**config.mk**
```make
export PLATFORM = sky130hd
export DESIGN_NAME = qdw_walker
export DESIGN_NICKNAME = d
export VERILOG_FILES = /design/src/qdw_pkg.sv /design/src/qdw_buf_if.sv /design/src/qdw_buf_calc.sv /design/src/qdw_irq.sv /design/src/qdw_walker.sv
export SDC_FILE = /design/constraint.sdc
export NUM_CORES = 1
export LEC_CHECK = 0
export BUFFER_PORTS_ARGS = -buffer_cell sky130_fd_sc_hd__buf_2
export CORE_MARGIN = 2
export CORE_UTILIZATION = 25
export DETAILED_ROUTE_END_ITERATION = 10
export PLACE_DENSITY = 0.51
export REMOVE_ABC_BUFFERS = 1
export SYNTH_ARGS = -nofsm -noshare
export SYNTH_HDL_FRONTEND = slang
export SYNTH_SLANG_ARGS = --single-unit
```
**constraint.sdc**
```tcl
create_clock -name clk_sys -period 5.6 [get_ports clk_sys]
set_input_delay 0.56 -clock clk_sys [delete_from_list [all_inputs] [get_ports clk_sys]]
set_output_delay 0.56 -clock clk_sys [all_outputs]
set_load 0.005 [all_outputs]
```
**src/qdw_pkg.sv**
```systemverilog
// constants, layouts and state codes of the queue element descriptor walker
//------------------------------------------------------------------------------
// Behaviour
// RL1 - one descriptor moves at most 20480 bytes over five 4096-byte pages
// RL2 - descriptor is 32 bytes: two links, one token word, five page words
// RL3 - descriptors sit on 32-byte boundaries; low five address bits ignored
// RL4 - each descriptor is one contiguous block, read with linear addresses
// RL5 - software gives one page pointer per physical page touched
// RL6 - buffer may start on any byte; offset is low bits of page 0 word
// RL7 - descriptor written back only at retirement, never mid transfer
// RL8 - write back touches only toggle, count, page, error count, status, offset
// RL9 - next descriptor address is link word 0 bits 31..5, low bits zero
// RL10 - link bits 4..1 are ignored
// RL11 - link bit 0 clear means valid, set means no further entries
// RL12 - retirement on short packet follows the alternate link
// RL13 - alternate address is word 1 bits 31..5, used for short IN packets
// RL14 - alternate link at 0x04, token at 0x08, last page pointer at 0x1C
// RL15 - the first descriptor is reached through the queue head pointer
// RL16 - count bits 30..16 drop by bytes moved on success; zero count sends once
// RL17 - token bit 15 raises completion interrupt when descriptor completes
// RL18 - token bits 14..12 select a page pointer; only 0 to 4 valid
// RL19 - all eight words fetched as one burst before any transaction
//------------------------------------------------------------------------------
package qdw_pkg;
	// descriptor geometry
	localparam int QDW_MAX_BYTES  = 20480;
	localparam int QDW_PAGE_BYTES = 4096;
	localparam int QDW_DESC_WORDS = 8;
	localparam logic [3:0] QDW_FETCH_BEATS = 4'h8;
	localparam logic [3:0] QDW_WB_BEATS    = 4'h2;
	// byte offsets inside a descriptor and their word indices
	localparam logic [4:0] QDW_OFF_NEXT  = 5'h00;
	localparam logic [4:0] QDW_OFF_ALT   = 5'h04;
	localparam logic [4:0] QDW_OFF_TOKEN = 5'h08;
	localparam logic [4:0] QDW_OFF_PAGE0 = 5'h0C;
	localparam logic [4:0] QDW_OFF_PAGE4 = 5'h1C;
	localparam logic [2:0] QDW_W_NEXT  = QDW_OFF_NEXT[4:2];
	localparam logic [2:0] QDW_W_ALT   = QDW_OFF_ALT[4:2];
	localparam logic [2:0] QDW_W_TOKEN = QDW_OFF_TOKEN[4:2];
	localparam logic [2:0] QDW_W_PAGE0 = QDW_OFF_PAGE0[4:2];
	localparam logic [2:0] QDW_W_PAGE4 = QDW_OFF_PAGE4[4:2];
	// link and token fields
	localparam int QDW_LINK_TERM = 0;
	localparam int QDW_TOK_TOGGLE = 31;
	localparam int QDW_TOK_IOC    = 15;
	localparam int QDW_STS_ACTIVE = 7;
	localparam int QDW_STS_HALTED = 6;
	localparam logic [1:0]  QDW_PID_IN     = 2'h1;
	localparam logic [2:0]  QDW_MAX_CPAGE  = 3'h4;
	localparam logic [14:0] QDW_MAX_COUNT  = 15'h5000;
	// register byte offsets
	localparam logic [7:0] QDW_REG_CTRL       = 8'h00;
	localparam logic [7:0] QDW_REG_HEAD       = 8'h04;
	localparam logic [7:0] QDW_REG_IRQ_STATUS = 8'h08;
	localparam logic [7:0] QDW_REG_IRQ_CLEAR  = 8'h0C;
	localparam logic [7:0] QDW_REG_IRQ_ENABLE = 8'h10;
	localparam logic [7:0] QDW_REG_CURRENT    = 8'h14;
	localparam logic [7:0] QDW_REG_TOKEN      = 8'h18;
	localparam int QDW_CTRL_RUN  = 0;
	localparam int QDW_CTRL_GO   = 1;
	localparam int QDW_CTRL_BUSY = 2;
	// interrupt bits
	localparam int QDW_IRQ_W     = 4;
	localparam int QDW_IRQ_DONE  = 0;
	localparam int QDW_IRQ_END   = 1;
	localparam int QDW_IRQ_HALT  = 2;
	localparam int QDW_IRQ_SHORT = 3;
	localparam logic [QDW_IRQ_W-1:0] QDW_RST_IRQ_EN = 4'h0;
	// walker states
	typedef enum logic [5:0] {
		QDW_IDLE  = 6'h01,
		QDW_FETCH = 6'h02,
		QDW_EXEC  = 6'h04,
		QDW_WAIT  = 6'h08,
		QDW_WBACK = 6'h10,
		QDW_LINK  = 6'h20
	} qdw_state_t;
endpackage

```
**src/qdw_buf_if.sv**
```systemverilog
// buffer position signals between the walker and its address calculator
`timescale 1ns/1ns
interface qdw_buf_if;
	logic [19:0] page_base;
	logic [11:0] offset;
	logic [2:0]  cpage;
	logic [14:0] moved;
	logic [31:0] buf_addr;
	logic [11:0] new_offset;
	logic [2:0]  new_cpage;
	logic        page_bad;
	modport calc (input page_base, offset, cpage, moved, output buf_addr, new_offset, new_cpage, page_bad);
	modport user (output page_base, offset, cpage, moved, input buf_addr, new_offset, new_cpage, page_bad);
endinterface

```
**src/qdw_buf_calc.sv**
```systemverilog
// buffer address and page advance for the current descriptor position
`timescale 1ns/1ns
module qdw_buf_calc
	import qdw_pkg::*;
(
	// position in and out
	qdw_buf_if.calc bi
);
	logic [15:0] sum;

	// offset carries into the page index; pages need not be adjacent
	always_comb begin
		sum           = {4'h0, bi.offset} + {1'b0, bi.moved};
		bi.buf_addr   = {bi.page_base, bi.offset}; // RL6
		bi.new_offset = sum[11:0];
		bi.new_cpage  = bi.cpage + sum[14:12]; // RL5
		bi.page_bad   = bi.cpage > QDW_MAX_CPAGE; // RL18
	end
endmodule

```
**src/qdw_irq.sv**
```systemverilog
// sticky interrupt status with enable and write-one-to-clear
`timescale 1ns/1ns
module qdw_irq
	import qdw_pkg::*;
(
	// clock and reset
	input  wire logic                 clk_sys,
	input  wire logic                 reset,
	// events and software access
	input  wire logic [QDW_IRQ_W-1:0] ev_set,
	input  wire logic                 clr_we,
	input  wire logic                 en_we,
	input  wire logic [QDW_IRQ_W-1:0] wdata,
	// state out
	output logic      [QDW_IRQ_W-1:0] status,
	output logic      [QDW_IRQ_W-1:0] enable,
	output logic                      irq
);
	typedef struct packed {
		logic [QDW_IRQ_W-1:0] status;
		logic [QDW_IRQ_W-1:0] enable;
		logic                 irq;
	} qdw_irq_t;

	qdw_irq_t s;
	qdw_irq_t next_s;

	// a set in the clearing cycle wins, so no event is lost
	always_comb begin
		next_s        = s;
		next_s.status = (s.status & ~(clr_we ? wdata : '0)) | ev_set;
		if (en_we) begin
			next_s.enable = wdata;
		end
		next_s.irq = |(next_s.status & next_s.enable);
	end

	always_ff @(posedge clk_sys) begin
		if (reset) begin
			s <= '{status: '0, enable: QDW_RST_IRQ_EN, irq: 1'b0};
		end else begin
			s <= next_s;
		end
	end

	assign status = s.status;
	assign enable = s.enable;
	assign irq    = s.irq;
endmodule

```
**src/qdw_walker.sv**
```systemverilog
// queue element descriptor walker with AHB-Lite registers
//
// The register addresses and the AHB-Lite slave port were left to the implementer.
`timescale 1ns/1ns
module qdw_walker
	import qdw_pkg::*;
(
	// clock and reset
	input  wire logic        clk_sys,
	input  wire logic        reset,
	// AHB-Lite slave
	input  wire logic        hsel,
	input  wire logic [31:0] haddr,
	input  wire logic [1:0]  htrans,
	input  wire logic        hwrite,
	input  wire logic [2:0]  hsize,
	input  wire logic [31:0] hwdata,
	input  wire logic        hready,
	output logic             hreadyout,
	output logic             hresp,
	output logic      [31:0] hrdata,
	// descriptor memory master
	output logic             mem_cmd_valid,
	output logic             mem_cmd_write,
	output logic      [31:0] mem_cmd_addr,
	output logic      [3:0]  mem_cmd_beats,
	input  wire logic        mem_cmd_ready,
	input  wire logic        mem_rvalid,
	input  wire logic [31:0] mem_rdata,
	output logic             mem_wvalid,
	output logic      [31:0] mem_wdata,
	input  wire logic        mem_wready,
	// transaction engine
	output logic             txn_start,
	output logic      [31:0] txn_addr,
	output logic      [14:0] txn_bytes,
	output logic             toggle_bit,
	output logic      [1:0]  txn_pid,
	input  wire logic        txn_done,
	input  wire logic        txn_ok,
	input  wire logic        txn_short,
	input  wire logic        txn_err,
	input  wire logic [14:0] txn_moved,
	input  wire logic        txn_toggle_next,
	// interrupt
	output logic             irq
);
	//--------------------------------------------------------------------------
	// state
	//--------------------------------------------------------------------------
	typedef struct packed {
		qdw_state_t           fsm;
		logic [7:0][31:0]     w;
		logic [31:0]          ptr;
		logic [31:0]          head;
		logic                 run;
		logic [2:0]           beat;
		logic                 alt_sel;
		logic                 halted;
		logic [7:0]           a_addr;
		logic                 a_wr;
		logic                 a_rd;
		logic [31:0]          hrdata;
		logic                 hreadyout;
		logic                 cmd_valid;
		logic                 cmd_write;
		logic [31:0]          cmd_addr;
		logic [3:0]           cmd_beats;
		logic                 wvalid;
		logic [31:0]          wdata;
		logic                 t_start;
		logic [31:0]          t_addr;
		logic [14:0]          t_bytes;
		logic                 t_toggle;
		logic [1:0]           t_pid;
		logic [QDW_IRQ_W-1:0] ev;
	} qdw_walk_t;

	qdw_walk_t            s;
	qdw_walk_t            n;
	logic [QDW_IRQ_W-1:0] irq_status;
	logic [QDW_IRQ_W-1:0] irq_enable;
	logic [31:0]          tok;
	logic [14:0]          tok_bytes;
	logic [2:0]           tok_cpage;
	logic [1:0]           tok_cerr;
	logic [1:0]           tok_pid;
	logic [3:0]           pg_idx;
	logic [31:0]          pg_word;
	logic [31:0]          cur_link;
	logic [31:0]          link_addr;
	logic                 sel;

	qdw_buf_if bi ();

	qdw_buf_calc u_calc (
		.bi (bi.calc)
	);

	qdw_irq u_irq (
		.clk_sys (clk_sys),
		.reset   (reset),
		.ev_set  (s.ev),
		.clr_we  (s.a_wr && s.a_addr == QDW_REG_IRQ_CLEAR),
		.en_we   (s.a_wr && s.a_addr == QDW_REG_IRQ_ENABLE),
		.wdata   (hwdata[QDW_IRQ_W-1:0]),
		.status  (irq_status),
		.enable  (irq_enable),
		.irq     (irq)
	);

	//--------------------------------------------------------------------------
	// descriptor field views
	//--------------------------------------------------------------------------
	// token fields and the page word picked by the current page index
	always_comb begin
		tok       = s.w[QDW_W_TOKEN]; // RL14
		tok_bytes = tok[30:16];
		tok_cpage = tok[14:12];
		tok_cerr  = tok[11:10];
		tok_pid   = tok[9:8];
		pg_idx    = {1'b0, QDW_W_PAGE0} + {1'b0, tok_cpage}; // RL18
		pg_word   = (pg_idx <= {1'b0, QDW_W_PAGE4}) ? s.w[pg_idx[2:0]] : '0;
		cur_link  = s.alt_sel ? s.w[QDW_W_ALT] : s.w[QDW_W_NEXT]; // RL12 RL13
		link_addr = {cur_link[31:5], 5'h00}; // RL9 RL10
	end

	assign bi.page_base = pg_word[31:12];
	assign bi.offset    = s.w[QDW_W_PAGE0][11:0];
	assign bi.cpage     = tok_cpage;
	assign bi.moved     = txn_moved;
	assign sel          = hsel && htrans[1] && hready;

	//--------------------------------------------------------------------------
	// next state
	//--------------------------------------------------------------------------
	// bus slave, walker sequence and write back kick-off in one pass
	always_comb begin
		logic        go;
		logic        retire;
		logic        fetch;
		logic [31:0] fetch_addr;
		go         = 1'b0;
		retire     = 1'b0;
		fetch      = 1'b0;
		fetch_addr = s.head;
		n           = s;
		n.ev        = '0;
		n.t_start   = 1'b0;
		n.a_wr      = 1'b0;
		n.hreadyout = 1'b1;
		// write data phase, no wait state
		if (s.a_wr && s.a_addr == QDW_REG_CTRL) begin
			n.run = hwdata[QDW_CTRL_RUN];
			go    = hwdata[QDW_CTRL_GO];
		end
		if (s.a_wr && s.a_addr == QDW_REG_HEAD) begin
			n.head = {hwdata[31:5], 5'h00}; // RL3
		end
		// reads take one wait state so a preceding write is already visible
		if (s.a_rd) begin
			n.a_rd      = 1'b0;
			unique case (s.a_addr)
				QDW_REG_CTRL:       n.hrdata = {29'h0, s.fsm != QDW_IDLE, 1'b0, s.run};
				QDW_REG_HEAD:       n.hrdata = s.head;
				QDW_REG_IRQ_STATUS: n.hrdata = {28'h0, irq_status};
				QDW_REG_IRQ_ENABLE: n.hrdata = {28'h0, irq_enable};
				QDW_REG_CURRENT:    n.hrdata = s.ptr;
				QDW_REG_TOKEN:      n.hrdata = tok;
				default:            n.hrdata = 32'h0;
			endcase
		end
		if (sel) begin
			n.a_addr = haddr[7:0];
			n.a_wr   = hwrite;
			n.a_rd   = !hwrite;
			if (!hwrite) begin
				n.hreadyout = 1'b0;
			end
		end
		unique case (s.fsm)
			QDW_IDLE: begin
				// the walk only starts from the queue head pointer
				if (go && n.run) begin
					fetch = 1'b1; // RL15
				end
			end
			QDW_FETCH: begin
				if (s.cmd_valid && mem_cmd_ready) begin
					n.cmd_valid = 1'b0;
				end
				if (mem_rvalid) begin
					n.w[s.beat] = mem_rdata; // RL2 RL4
					n.beat      = s.beat + 3'h1;
					if (s.beat == 3'h7) begin
						n.fsm = QDW_EXEC; // RL19
					end
				end
			end
			QDW_EXEC: begin
				if (!tok[QDW_STS_ACTIVE]) begin
					n.fsm = QDW_LINK;
				end else if (tok_bytes > QDW_MAX_COUNT || bi.page_bad) begin
					// oversize count or bad page index halts the queue
					n.w[QDW_W_TOKEN][QDW_STS_HALTED] = 1'b1; // RL1 RL18
					n.halted = 1'b1;
					retire   = 1'b1;
				end else begin
					n.t_start  = 1'b1;
					n.t_addr   = bi.buf_addr; // RL6
					n.t_bytes  = tok_bytes; // RL16
					n.t_toggle = tok[QDW_TOK_TOGGLE];
					n.t_pid    = tok_pid;
					n.fsm      = QDW_WAIT;
				end
			end
			QDW_WAIT: begin
				if (txn_done && txn_err) begin
					// a count of zero retries without limit
					if (tok_cerr == 2'h1) begin
						n.w[QDW_W_TOKEN][11:10]          = 2'h0;
						n.w[QDW_W_TOKEN][QDW_STS_HALTED] = 1'b1;
						n.halted = 1'b1;
						retire   = 1'b1;
					end else begin
						if (tok_cerr != 2'h0) begin
							n.w[QDW_W_TOKEN][11:10] = tok_cerr - 2'h1; // RL8
						end
						n.fsm = QDW_EXEC;
					end
				end else if (txn_done && txn_ok) begin
					n.w[QDW_W_TOKEN][30:16]          = tok_bytes - txn_moved; // RL16
					n.w[QDW_W_TOKEN][14:12]          = bi.new_cpage;
					n.w[QDW_W_TOKEN][QDW_TOK_TOGGLE] = txn_toggle_next;
					n.w[QDW_W_PAGE0][11:0]           = bi.new_offset; // RL8
					n.alt_sel = txn_short && tok_pid == QDW_PID_IN; // RL13
					if (tok_bytes == txn_moved || n.alt_sel) begin
						retire = 1'b1; // RL12
					end else begin
						n.fsm = QDW_EXEC;
					end
				end else if (txn_done) begin
					n.fsm = QDW_EXEC;
				end
			end
			QDW_WBACK: begin
				// token first, then page 0; data follows the accepted command
				if (s.cmd_valid && mem_cmd_ready) begin
					n.cmd_valid = 1'b0;
					n.wvalid    = 1'b1;
					n.wdata     = s.w[QDW_W_TOKEN];
				end
				if (s.wvalid && mem_wready) begin
					if (s.beat == 3'h0) begin
						n.beat  = 3'h1;
						n.wdata = s.w[QDW_W_PAGE0]; // RL8
					end else begin
						n.wvalid                = 1'b0;
						n.ev[QDW_IRQ_DONE]  = tok[QDW_TOK_IOC]; // RL17
						n.ev[QDW_IRQ_HALT]  = s.halted;
						n.ev[QDW_IRQ_SHORT] = s.alt_sel;
						n.fsm = s.halted ? QDW_IDLE : QDW_LINK;
					end
				end
			end
			QDW_LINK: begin
				if (cur_link[QDW_LINK_TERM]) begin
					n.ev[QDW_IRQ_END] = 1'b1; // RL11
					n.fsm = QDW_IDLE;
				end else if (!s.run) begin
					n.fsm = QDW_IDLE;
				end else begin
					fetch      = 1'b1;
					fetch_addr = link_addr; // RL9
				end
			end
		endcase
		// retirement is the only place that writes memory
		if (retire) begin
			n.w[QDW_W_TOKEN][QDW_STS_ACTIVE] = 1'b0; // RL7
			n.fsm       = QDW_WBACK;
			n.beat      = 3'h0;
			n.cmd_valid = 1'b1;
			n.cmd_write = 1'b1;
			n.cmd_addr  = {s.ptr[31:5], QDW_OFF_TOKEN};
			n.cmd_beats = QDW_WB_BEATS;
			n.wvalid    = 1'b0;
		end
		if (fetch) begin
			n.fsm       = QDW_FETCH;
			n.ptr       = fetch_addr;
			n.beat      = 3'h0;
			n.alt_sel   = 1'b0;
			n.halted    = 1'b0;
			n.cmd_valid = 1'b1;
			n.cmd_write = 1'b0;
			n.cmd_addr  = fetch_addr; // RL3
			n.cmd_beats = QDW_FETCH_BEATS; // RL19
		end
	end

	//--------------------------------------------------------------------------
	// registers and outputs
	//--------------------------------------------------------------------------
	// whole state resets to idle with the bus ready
	always_ff @(posedge clk_sys) begin
		if (reset) begin
			s           <= '0;
			s.fsm       <= QDW_IDLE;
			s.hreadyout <= 1'b1;
		end else begin
			s <= n;
		end
	end

	assign hreadyout     = s.hreadyout;
	assign hresp         = 1'b0;
	assign hrdata        = s.hrdata;
	assign mem_cmd_valid = s.cmd_valid;
	assign mem_cmd_write = s.cmd_write;
	assign mem_cmd_addr  = s.cmd_addr;
	assign mem_cmd_beats = s.cmd_beats;
	assign mem_wvalid    = s.wvalid;
	assign mem_wdata     = s.wdata;
	assign txn_start     = s.t_start;
	assign txn_addr      = s.t_addr;
	assign txn_bytes     = s.t_bytes;
	assign toggle_bit    = s.t_toggle;
	assign txn_pid       = s.t_pid;
endmodule

```
==> impl_metrics.tcl, run 1 <==
set metrics [dict create \
    row_count 106 \
    grt_overflow 0 \
    viasPerCell 4.910 \
    antenna_found_initial 19 \
    grtUsageMet1 0.2298 \
    tightestPinTransition_ns 1.078 \
    synth.avg_cell_area_um2 8.463 \
    cp_slowest_cell "a211oi_1" \
    yosysMostFrequentCell "nand2_1" \
    cts_buffers 48 \
    clkLatencyLatePin_ns 0.60 \
    die_area_um2 86630 \
    clkPwrFrac 0.499 \
    synth_edf_count 0 \
    rsz0062_at_grt "false" \
    power_frac_seq 0.468 \
    post_drt_wl_per_cell_um 21.18 \
    cts_tree "built" \
    critPathRequiredTime_ns 6.11 \
    met3_usage 0.04261 \
    clk_pin_slew_ns 0.06 \
    yosys_warnings 0 \
    hold_path_class "in2reg" \
    drt_first_pass_iters 5 \
    die_y_um 294.3 \
    p_int_mw 5.130 \
    slew_viol_final 0 \
    status "finished, final reports clean" \
    synthCells 2490 \
    num_vias 17690 \
    fp.dieW_um 294.3 \
    finalSetupTns_ns 0 \
    syn2layout_area_growth_pct 12.32 \
    post-route-period-util 0.7849 \
    fill_cells 9053 \
    drive_gt1_frac 0.1743 \
    grt_pass1_wl_mm 113.3 \
    cts_max_path_buffers 3 \
    cp-endpoint "tok[14]" \
    ys.flop_type "dfxtp_1" \
    ctsHoldBuffers 0 \
    fmax_mhz 227.5 \
    port_buffers 249 \
    htreeDepth 2 \
    r2r_start "bi.offset[0]" \
    met2_usage 0.2768 \
    cpLargestDelayFamily "compound AO/OA/AOI/OAI gates" \
    drtAntennaViolNets 0 \
    grt_max_degree 194 \
    power_frac_comb 0.034 \
    place_hpwl_mm 53.19 \
    clock_skew_ns 0.02286 \
    cp.depth 18 \
    slew_headroom 0.2811 \
    period_needed_ns 4.395 \
    cp_max_fo 4 \
    cts_resized 0 \
    io_pins 286 \
    dp_slack_ns 0.9936 \
    async_flop_share 0 \
    reg2reg_to "tok[14]" \
    startpoint "bi.offset[0]" \
    power_density_nw_per_um2 281.7 \
    cpPeakStageDelay_ns 0.57 \
    first_global_vias 16990 \
    path_cells "ha_1 -> inv_1 -> fa_1 -> nor2b_1 -> o21a_1 -> o21ai_0 -> a211oi_1 -> o21ai_0 -> nand2b_1 -> xnor2_1 -> ha_1 -> inv_1 -> fa_1 -> xor2_1 -> xnor2_1 -> nor4b_1 -> o31ai_1 -> a311oi_1" \
    finalSetupViolCount 0 \
    reg2reg_depth 18 \
    wl_mm 76.28 \
    crit_type "reg2reg" \
    cts.sinks 437 \
    reg2reg_slack_ns 1.20 \
    synth.top_cell.area_share 0.4151 \
    grt_usage 0.1725 \
    setup_slack_ns 1.205 \
    cellLeakagePower_nw 9.002 \
    nNetsFinal 2652 \
    hold_violations 0 \
    busiest_layer "met2" \
    p_sw_frac 0.2306 \
    yosysUniqueCellTypes 74 \
    switching_power_mw 1.538 \
    yosys.area.top_type "dfxtp_1" \
    syn_area_um2 21070 \
    arrival_ns 4.90 \
    root_buffer "clkbuf_16" \
    worstSetupStartpointType "flip-flop" \
    cp_num_buf_inv 2 \
    ir_drop_uv 193.6 \
    gp_congestion 0.8657 \
    maxCapViolations 0 \
    drtIter0Drc 1408 \
    synthTopCellsByArea "dfxtp_1 42%, nand2_1 9.1%, a21oi_1 7.6%, buf_4 6.3%, mux4_2 4.3%" \
    drc 0 \
    cts_setup_buffers 0 \
    initial_utilization 0.2522 \
    crit_path_end_kind "flip-flop" \
    synth_common_cells "513 x nand2_1, 437 x dfxtp_1, 321 x a21oi_1" \
    ys_ff_latch 437 \
    yosysSeqAreaShare 0.4151 \
    core_um2 83560 \
]
## cells by family after synthesis
logic type	count (synthesis)	share of synthesized area
and+or+nand+nor	859	0.1802
AOI/OAI and AO/OA	625	0.1841
DFF	437	0.4151
buffers and inverters	380	0.1025
muxes	131	0.08645
adders and majority gates	38	0.02363
xor gates and xnor gates	19	0.007896
other	1	0.0001779
## power by group through the flow
stage	clock (mW)	sequential, mW	combinational [mW]
4_1_cts	3.40	3.12	0.226
5_1_grt	3.52	3.12	0.243
6_report	3.32	3.12	0.225
3_3_place_gp	0	3.19	0.226
2_1_floorplan	0	3.19	0.0636
3_5_place_dp	0	3.19	0.225
## cell type report
cell class / instances / area [um^2] / share of cell area
multi-input combinational: 1679 / 10270 / 0.4341
sequential: 437 / 8751 / 0.3697
timing repair buffer: 281 / 1509 / 0.06375
clock buffer: 67 / 1384 / 0.05846
tap: 1080 / 1351 / 0.05709
clock inverter: 16 / 247.7 / 0.01047
inverter: 38 / 142.6 / 0.006026
antenna: 4 / 10.01 / 0.0004229
## stage by stage
step	hold WS [ns]	utilization	power, mW	instance area [um^2]	std cells
2_1_floorplan	0.4240	-	3.249	19080	2154
3_5_place_dp	0.4417	0.2636	3.412	22030	3515
4_1_cts	0.1245	0.2832	6.745	23660	3598
5_1_grt	0.1356	0.2832	6.879	23660	3598
3_3_place_gp	0.4358	0.2636	3.412	22030	3515
6_report	0.1593	0.2833	6.668	23670	3602
## placed cells by master, fill, tap and decap left out, types with 9 or more instances in the layout
cell / instances
buf_4: 31
dfxtp_1: 435
o21ai_0: 26
ha_1: 34
buf_2: 248
a221oi_1: 13
nand3_1: 38
a211oi_1: 118
nor2b_1: 33
clkbuf_16: 49
mux2i_1: 83
clkbuf_8: 9
nand4_1: 10
o22ai_1: 9
nand2_1: 513
o22a_1: 27
a21oi_1: 321
o21a_1: 13
nor2_1: 149
a22oi_1: 38
clkbuf_1: 9
inv_1: 37
o21ai_1: 13
mux4_2: 40
xnor2_1: 13
nor3_1: 28
## flip-flops by register name, summed over array words and instances, names as in the netlist, 2 cells and up
signal        flops
u_irq.status      4
txn_pid           2
u_irq.enable      4
hrdata           32
s               236
mem_wdata        32
tok              32
mem_cmd_addr     28
txn_addr         32
bi.offset        12
txn_bytes        15
## worst min-delay path by stage
stage | startpoint | end | slack (ns) | cells after the start
floorplan | s[1] | u_irq.status[1] | 0.42 | 2
global route | hwrite | s[159] | 0.14 | 2
detailed placement | s[244] | s[244] | 0.44 | 2
global placement | txn_addr[29] | txn_addr[29] | 0.44 | 2
CTS | hwrite | s[159] | 0.12 | 2
finish | hwrite | s[159] | 0.16 | 2
## layer usage
metal,wire length [um],part of all wire
met5,150,0.0020
met4,1870,0.025
met3,5525,0.072
met2,34830,0.46
met1,33900,0.44
Power figures use the tool's default switching activity.
==> inputs of run 2 (changes only) <==
Settings changed: ABC_AREA set to 1, PLACE_DENSITY 0.51 to 0.52.
Clock period 5.6 ns to 3.5 ns, I/O delays scaled along.
==> impl_metrics.tcl, run 2 <==
set metrics [dict create \
    status "finished, final reports clean" \
    fin_area_um2 25000 \
    syn2layout_area_growth_pct 13.47 \
    place_hpwl_mm 61.56 \
    dp_slack_ns 0.2639 \
    post-route-period-util 0.8888 \
    ys_ff_latch 437 \
    core_um2 87020 \
    yosysUniqueCellTypes 54 \
    slew_viol_final 0 \
    root_buffer "clkbuf_16" \
    largest_reg_flops 236 \
    setup_slack_ns 0.3891 \
    syn_area_um2 22030 \
    power_density_nw_per_um2 424.4 \
    wl_mm 86.68 \
    period_needed_ns 3.111 \
    ys.flop_type "dfxtp_1" \
    rsz0062_at_grt "false" \
    num_vias 20530 \
    cts.sinks 437 \
    grt_usage 0.1869 \
    ir_drop_uv 308.3 \
    fmax_mhz 321.5 \
    drc 0 \
    yosysSeqAreaShare 0.3971 \
    hold_violations 0 \
    viasPerCell 4.749 \
    maxCapViolations 0 \
    htreeDepth 2 \
    slew_headroom 0.3277 \
    clock_skew_ns 0.01769 \
    drtIter0Drc 1797 \
    first_global_vias 19370 \
    final_cell_mix "464 x nand2_1, 436 x dfxtp_1, 375 x nor2_1" \
    cts_tree "built" \
    arrival_ns 3.65 \
    final_common_cell "nand2_1" \
    grt_overflow 0 \
    cts_setup_buffers 0 \
    worstSetupStartpointType "flip-flop" \
    crit_path_end_kind "flip-flop" \
    p_total_mw 10.61 \
    drive_gt1_frac 0.1453 \
    die_y_um 300.9 \
    finalSetupViolCount 0 \
    synthTopCellsByArea "dfxtp_1 40%, nand2_1 7.9%, o21ai_0 7.7%, a21oi_1 7.7%, nor2_1 6.4%" \
    row_count 108 \
    crit_type "reg2reg" \
    grt_max_degree 109 \
    cts_resized 0 \
    grt_pass1_wl_mm 128.3 \
    yosys_warnings 0 \
    yosysMostFrequentCell "nand2_1" \
    antenna_found_initial 16 \
    initial_utilization 0.2532 \
    async_flop_share 0 \
    synth.top_cell.area_share 0.3971 \
    postLayoutCoreUtil 0.2873 \
    drtAntennaViolNets 0 \
    drt_first_pass_iters 5 \
    clk_pin_slew_ns 0.06 \
    clkLatencyLatePin_ns 0.61 \
    port_buffers 249 \
    critPathRequiredTime_ns 4.04 \
    io_pins 286 \
    synth_common_cells "465 x nand2_1, 437 x dfxtp_1, 375 x nor2_1" \
    place_area_um2 23290 \
    post_drt_wl_per_cell_um 20.05 \
    yosys.area.top_type "dfxtp_1" \
    cellLeakagePower_nw 10.48 \
    fp.dieW_um 300.9 \
    cts_max_path_buffers 3 \
    hold_path_class "in2reg" \
    gp_congestion 0.9117 \
    nNetsFinal 3294 \
    regMostFlops "s" \
    synth.avg_cell_area_um2 7.148 \
    cts_buffers 50 \
    die_area_um2 90510 \
    synth_edf_count 0 \
    synthCells 3082 \
    tightestPinTransition_ns 1.005 \
    cp_max_fo 4 \
]
-- run 2: area by class of cell --
class                   instances  area (um^2)
fillers                      9734        62020
multi-input cells            1979        10040
flip-flops and latches        437         8750
repair buffers                319         1877
clock buffers                  73         1479
well taps                    1155         1445
inverters                     340         1290
clock inverters                17        108.9
diodes                          3        7.507
-- run 2: per-layer routing --
metal / GRT usage / wire (um) / vias to the layer above
met1: 0.2461 / 38640 / 9686
met3: 0.04798 / 6320 / 125
li1: - / - / 10130
met2: 0.3015 / 39340 / 561
met4: 0.05129 / 2215 / 26
met5: 0 / 168 / -
-- run 2: critical path, cell delays in order, from the launching register on --
cell and delay [ns]:
dfxtp_1 0.39, ha_1 0.22, inv_1 0.06, fa_1 0.39, inv_1 0.10, nand3_1 0.08
nand3b_1 0.19, a21oi_1 0.13, xor2_1 0.15, ha_1 0.16, inv_1 0.05, fa_1 0.39
xor2_1 0.16, xor2_1 0.20, nand3b_1 0.13, nand3_1 0.09, a21oi_1 0.14
-- run 2: final timing paths --
check	slack [ns]	cells after the start	from	end
setup / recovery	0.39	16	bi.offset[0]	tok[14]
hold / removal	0.02	4	mem_wready	mem_wvalid
setup reg to reg	0.39	16	bi.offset[0]	tok[14]
hold reg to reg	0.45	2	s[449]	s[449]
-- run 2: kinds of logic after synthesis --
family | synth area share
buffers and inverters | 0.1484
AOI/OAI and AO/OA | 0.2279
DFF | 0.3971
xor gates and xnor gates | 0.003578
other | 0.0001702
and+or+nand+nor | 0.2002
adders and majority gates | 0.02260
-- run 2: through the flow --
step | setup TNS (ns) | cells | hold WS [ns]
floorplan | -203.87 | 2756 | 0.4191
global placement | 0 | 4219 | 0.4294
detailed placement | 0 | 4219 | 0.4345
CTS | 0 | 4320 | 0.0002410
global route | 0 | 4320 | 0.03184
finish | 0 | 4323 | 0.02016
-- run 2: report_power, final --
group          internal [mW]  total [mW]  leakage (nW)  switching [mW]
registers               4.98        4.99          3.52         0.00533
clock network           2.93        5.21         0.792            2.28
logic                  0.121       0.417          6.17           0.296
total                   8.03        10.6          10.5            2.58
-- run 2: what timing repair did --
action / CTS / global route
hold buffers: 11 / 0
endpoints found under the setup margin: 0 / 0
hold endpoints to repair: 12 / 0
==> inputs of run 3 (changes only) <==
Settings changed: CORE_MARGIN 2 to unset, SKIP_CTS_REPAIR_TIMING set to 1.
==> impl_metrics.tcl, run 3 (synthesis gave the netlist of run 2 again) <==
set metrics [dict create \
    slew_headroom 0.2790 \
    root_buffer "clkbuf_16" \
    regMostFlops "s" \
    critPathRequiredTime_ns 4.06 \
    path_cells "ha_1 -> nand2_1 -> nand2_1 -> nand3_1 -> nand2_1 -> nand3b_1 -> a21oi_1 -> xor2_1 -> ha_1 -> inv_1 -> fa_1 -> xor2_1 -> xor2_1 -> nand3b_1 -> nand3_1 -> a21oi_1" \
    crit_path_end_kind "flip-flop" \
    io_pins 286 \
    holdWs_ns -0.02101 \
    crit_type "reg2reg" \
    clkLatencyLatePin_ns 0.63 \
    finalSetupTns_ns 0 \
    cpPeakStageDelay_ns 0.39 \
    dp_slack_ns 0.2098 \
    cp_num_buf_inv 1 \
    clock_skew_ns 0.03032 \
    cp_slowest_cell "fa_1" \
    rsz0062_at_grt "false" \
    startpoint "bi.offset[7]" \
    cts.sinks 437 \
    postLayoutCoreUtil 0.2872 \
    violations "hold timing" \
    fmax_mhz 324.6 \
    fp.dieW_um 298.9 \
    grt_usage 0.1872 \
    clk_pin_slew_ns 0.06 \
    hold_path_class "in2reg" \
    drive_gt1_frac 0.1445 \
    largest_reg_flops 236 \
    r2r_start "bi.offset[7]" \
    finalSetupViolCount 0 \
    drtAntennaViolNets 0 \
    grt_pass1_wl_mm 126.6 \
    final_cell_mix "464 x nand2_1, 436 x dfxtp_1, 375 x nor2_1" \
    drc 0 \
    cts_max_path_buffers 3 \
    post_drt_wl_per_cell_um 19.90 \
    htreeDepth 2 \
    gp_congestion 0.9153 \
    cts_buffers 50 \
    drt_first_pass_iters 5 \
    post-route-period-util 0.8803 \
    arrival_ns 3.64 \
    slew_viol_final 0 \
    tightestPinTransition_ns 1.080 \
    place_area_um2 23310 \
    status "finished with violations" \
    cellLeakagePower_nw 10.46 \
    cts_tree "built" \
    worstSetupStartpointType "flip-flop" \
    p_total_mw 10.68 \
    setup_slack_ns 0.4190 \
    power_density_nw_per_um2 427.2 \
    row_count 108 \
    drtIter0Drc 1551 \
    maxCapViolations 0 \
    die_y_um 298.9 \
    cp_max_fo 6 \
    final_cells 4319 \
    syn2layout_area_growth_pct 13.43 \
    num_vias 20520 \
    grt_overflow 0 \
    placedCellCount 4223 \
    initial_utilization 0.2532 \
    hp-start "hwdata[21]" \
    die_area_um2 89310 \
    antenna_found_initial 18 \
    period_needed_ns 3.081 \
    core_um2 87020 \
    nNetsFinal 3293 \
    first_global_vias 19200 \
    viasPerCell 4.752 \
    hold_violations 2 \
    fin_area_um2 24990 \
    final_common_cell "nand2_1" \
    cpLargestDelayFamily "adder cells" \
    ir_drop_uv 410.2 \
    wl_mm 85.96 \
    place_hpwl_mm 61.17 \
    grt_max_degree 83 \
    port_buffers 249 \
]
==> run 3: cell count changes in the layout (fill, tap and decap cells not counted), moves of 2 or more <==
cell and delta:
clkinv_2 -8, buf_4 +5, clkbuf_1 +5, dlygate4sd3_1 -5
bufinv_16 +2, clkbuf_8 -2
==> run 3: area by class of cell <==
cell class / count / area, um^2
fillers: 9661 / 62030
multi-input cells: 1979 / 10040
diodes: 2 / 5.005
clock buffers: 75 / 1445
flip-flops and latches: 437 / 8750
inverters: 340 / 1292
well taps: 1155 / 1445
repair buffers: 318 / 1844
clock inverters: 13 / 166.4
==> run 3: worst paths after layout <==
check	to	slack, ns	cells past startpoint
min reg2reg	s[281]	0.44	2
max	tok[14]	0.42	16
max reg2reg	tok[14]	0.42	16
min	s[196]	-0.02	3
==> run 3: metal layers <==
metal / track usage / part of all wire / vias up
met5: 0 / 0.0016 / -
met1: 0.2436 / 0.44 / 9603
met2: 0.2986 / 0.45 / 608
met4: 0.06098 / 0.031 / 22
li1: - / - / 10140
met3: 0.04995 / 0.079 / 145
==> run 3: power breakdown <==
part	internal [mW]	switching (mW)
Combinational	0.118	0.297
Sequential	4.98	0.00413
Clock	3.01	2.27
==> run 3: worst register-to-register path: cells and delay by family (launching register included) <==
kind	cells	cell delay (ns)
compound gates	2	0.45
fa+ha+maj	3	0.91
xor+xnor	3	0.54
buf+inv	1	0.05
flops	1	0.33
simple gates	7	0.76
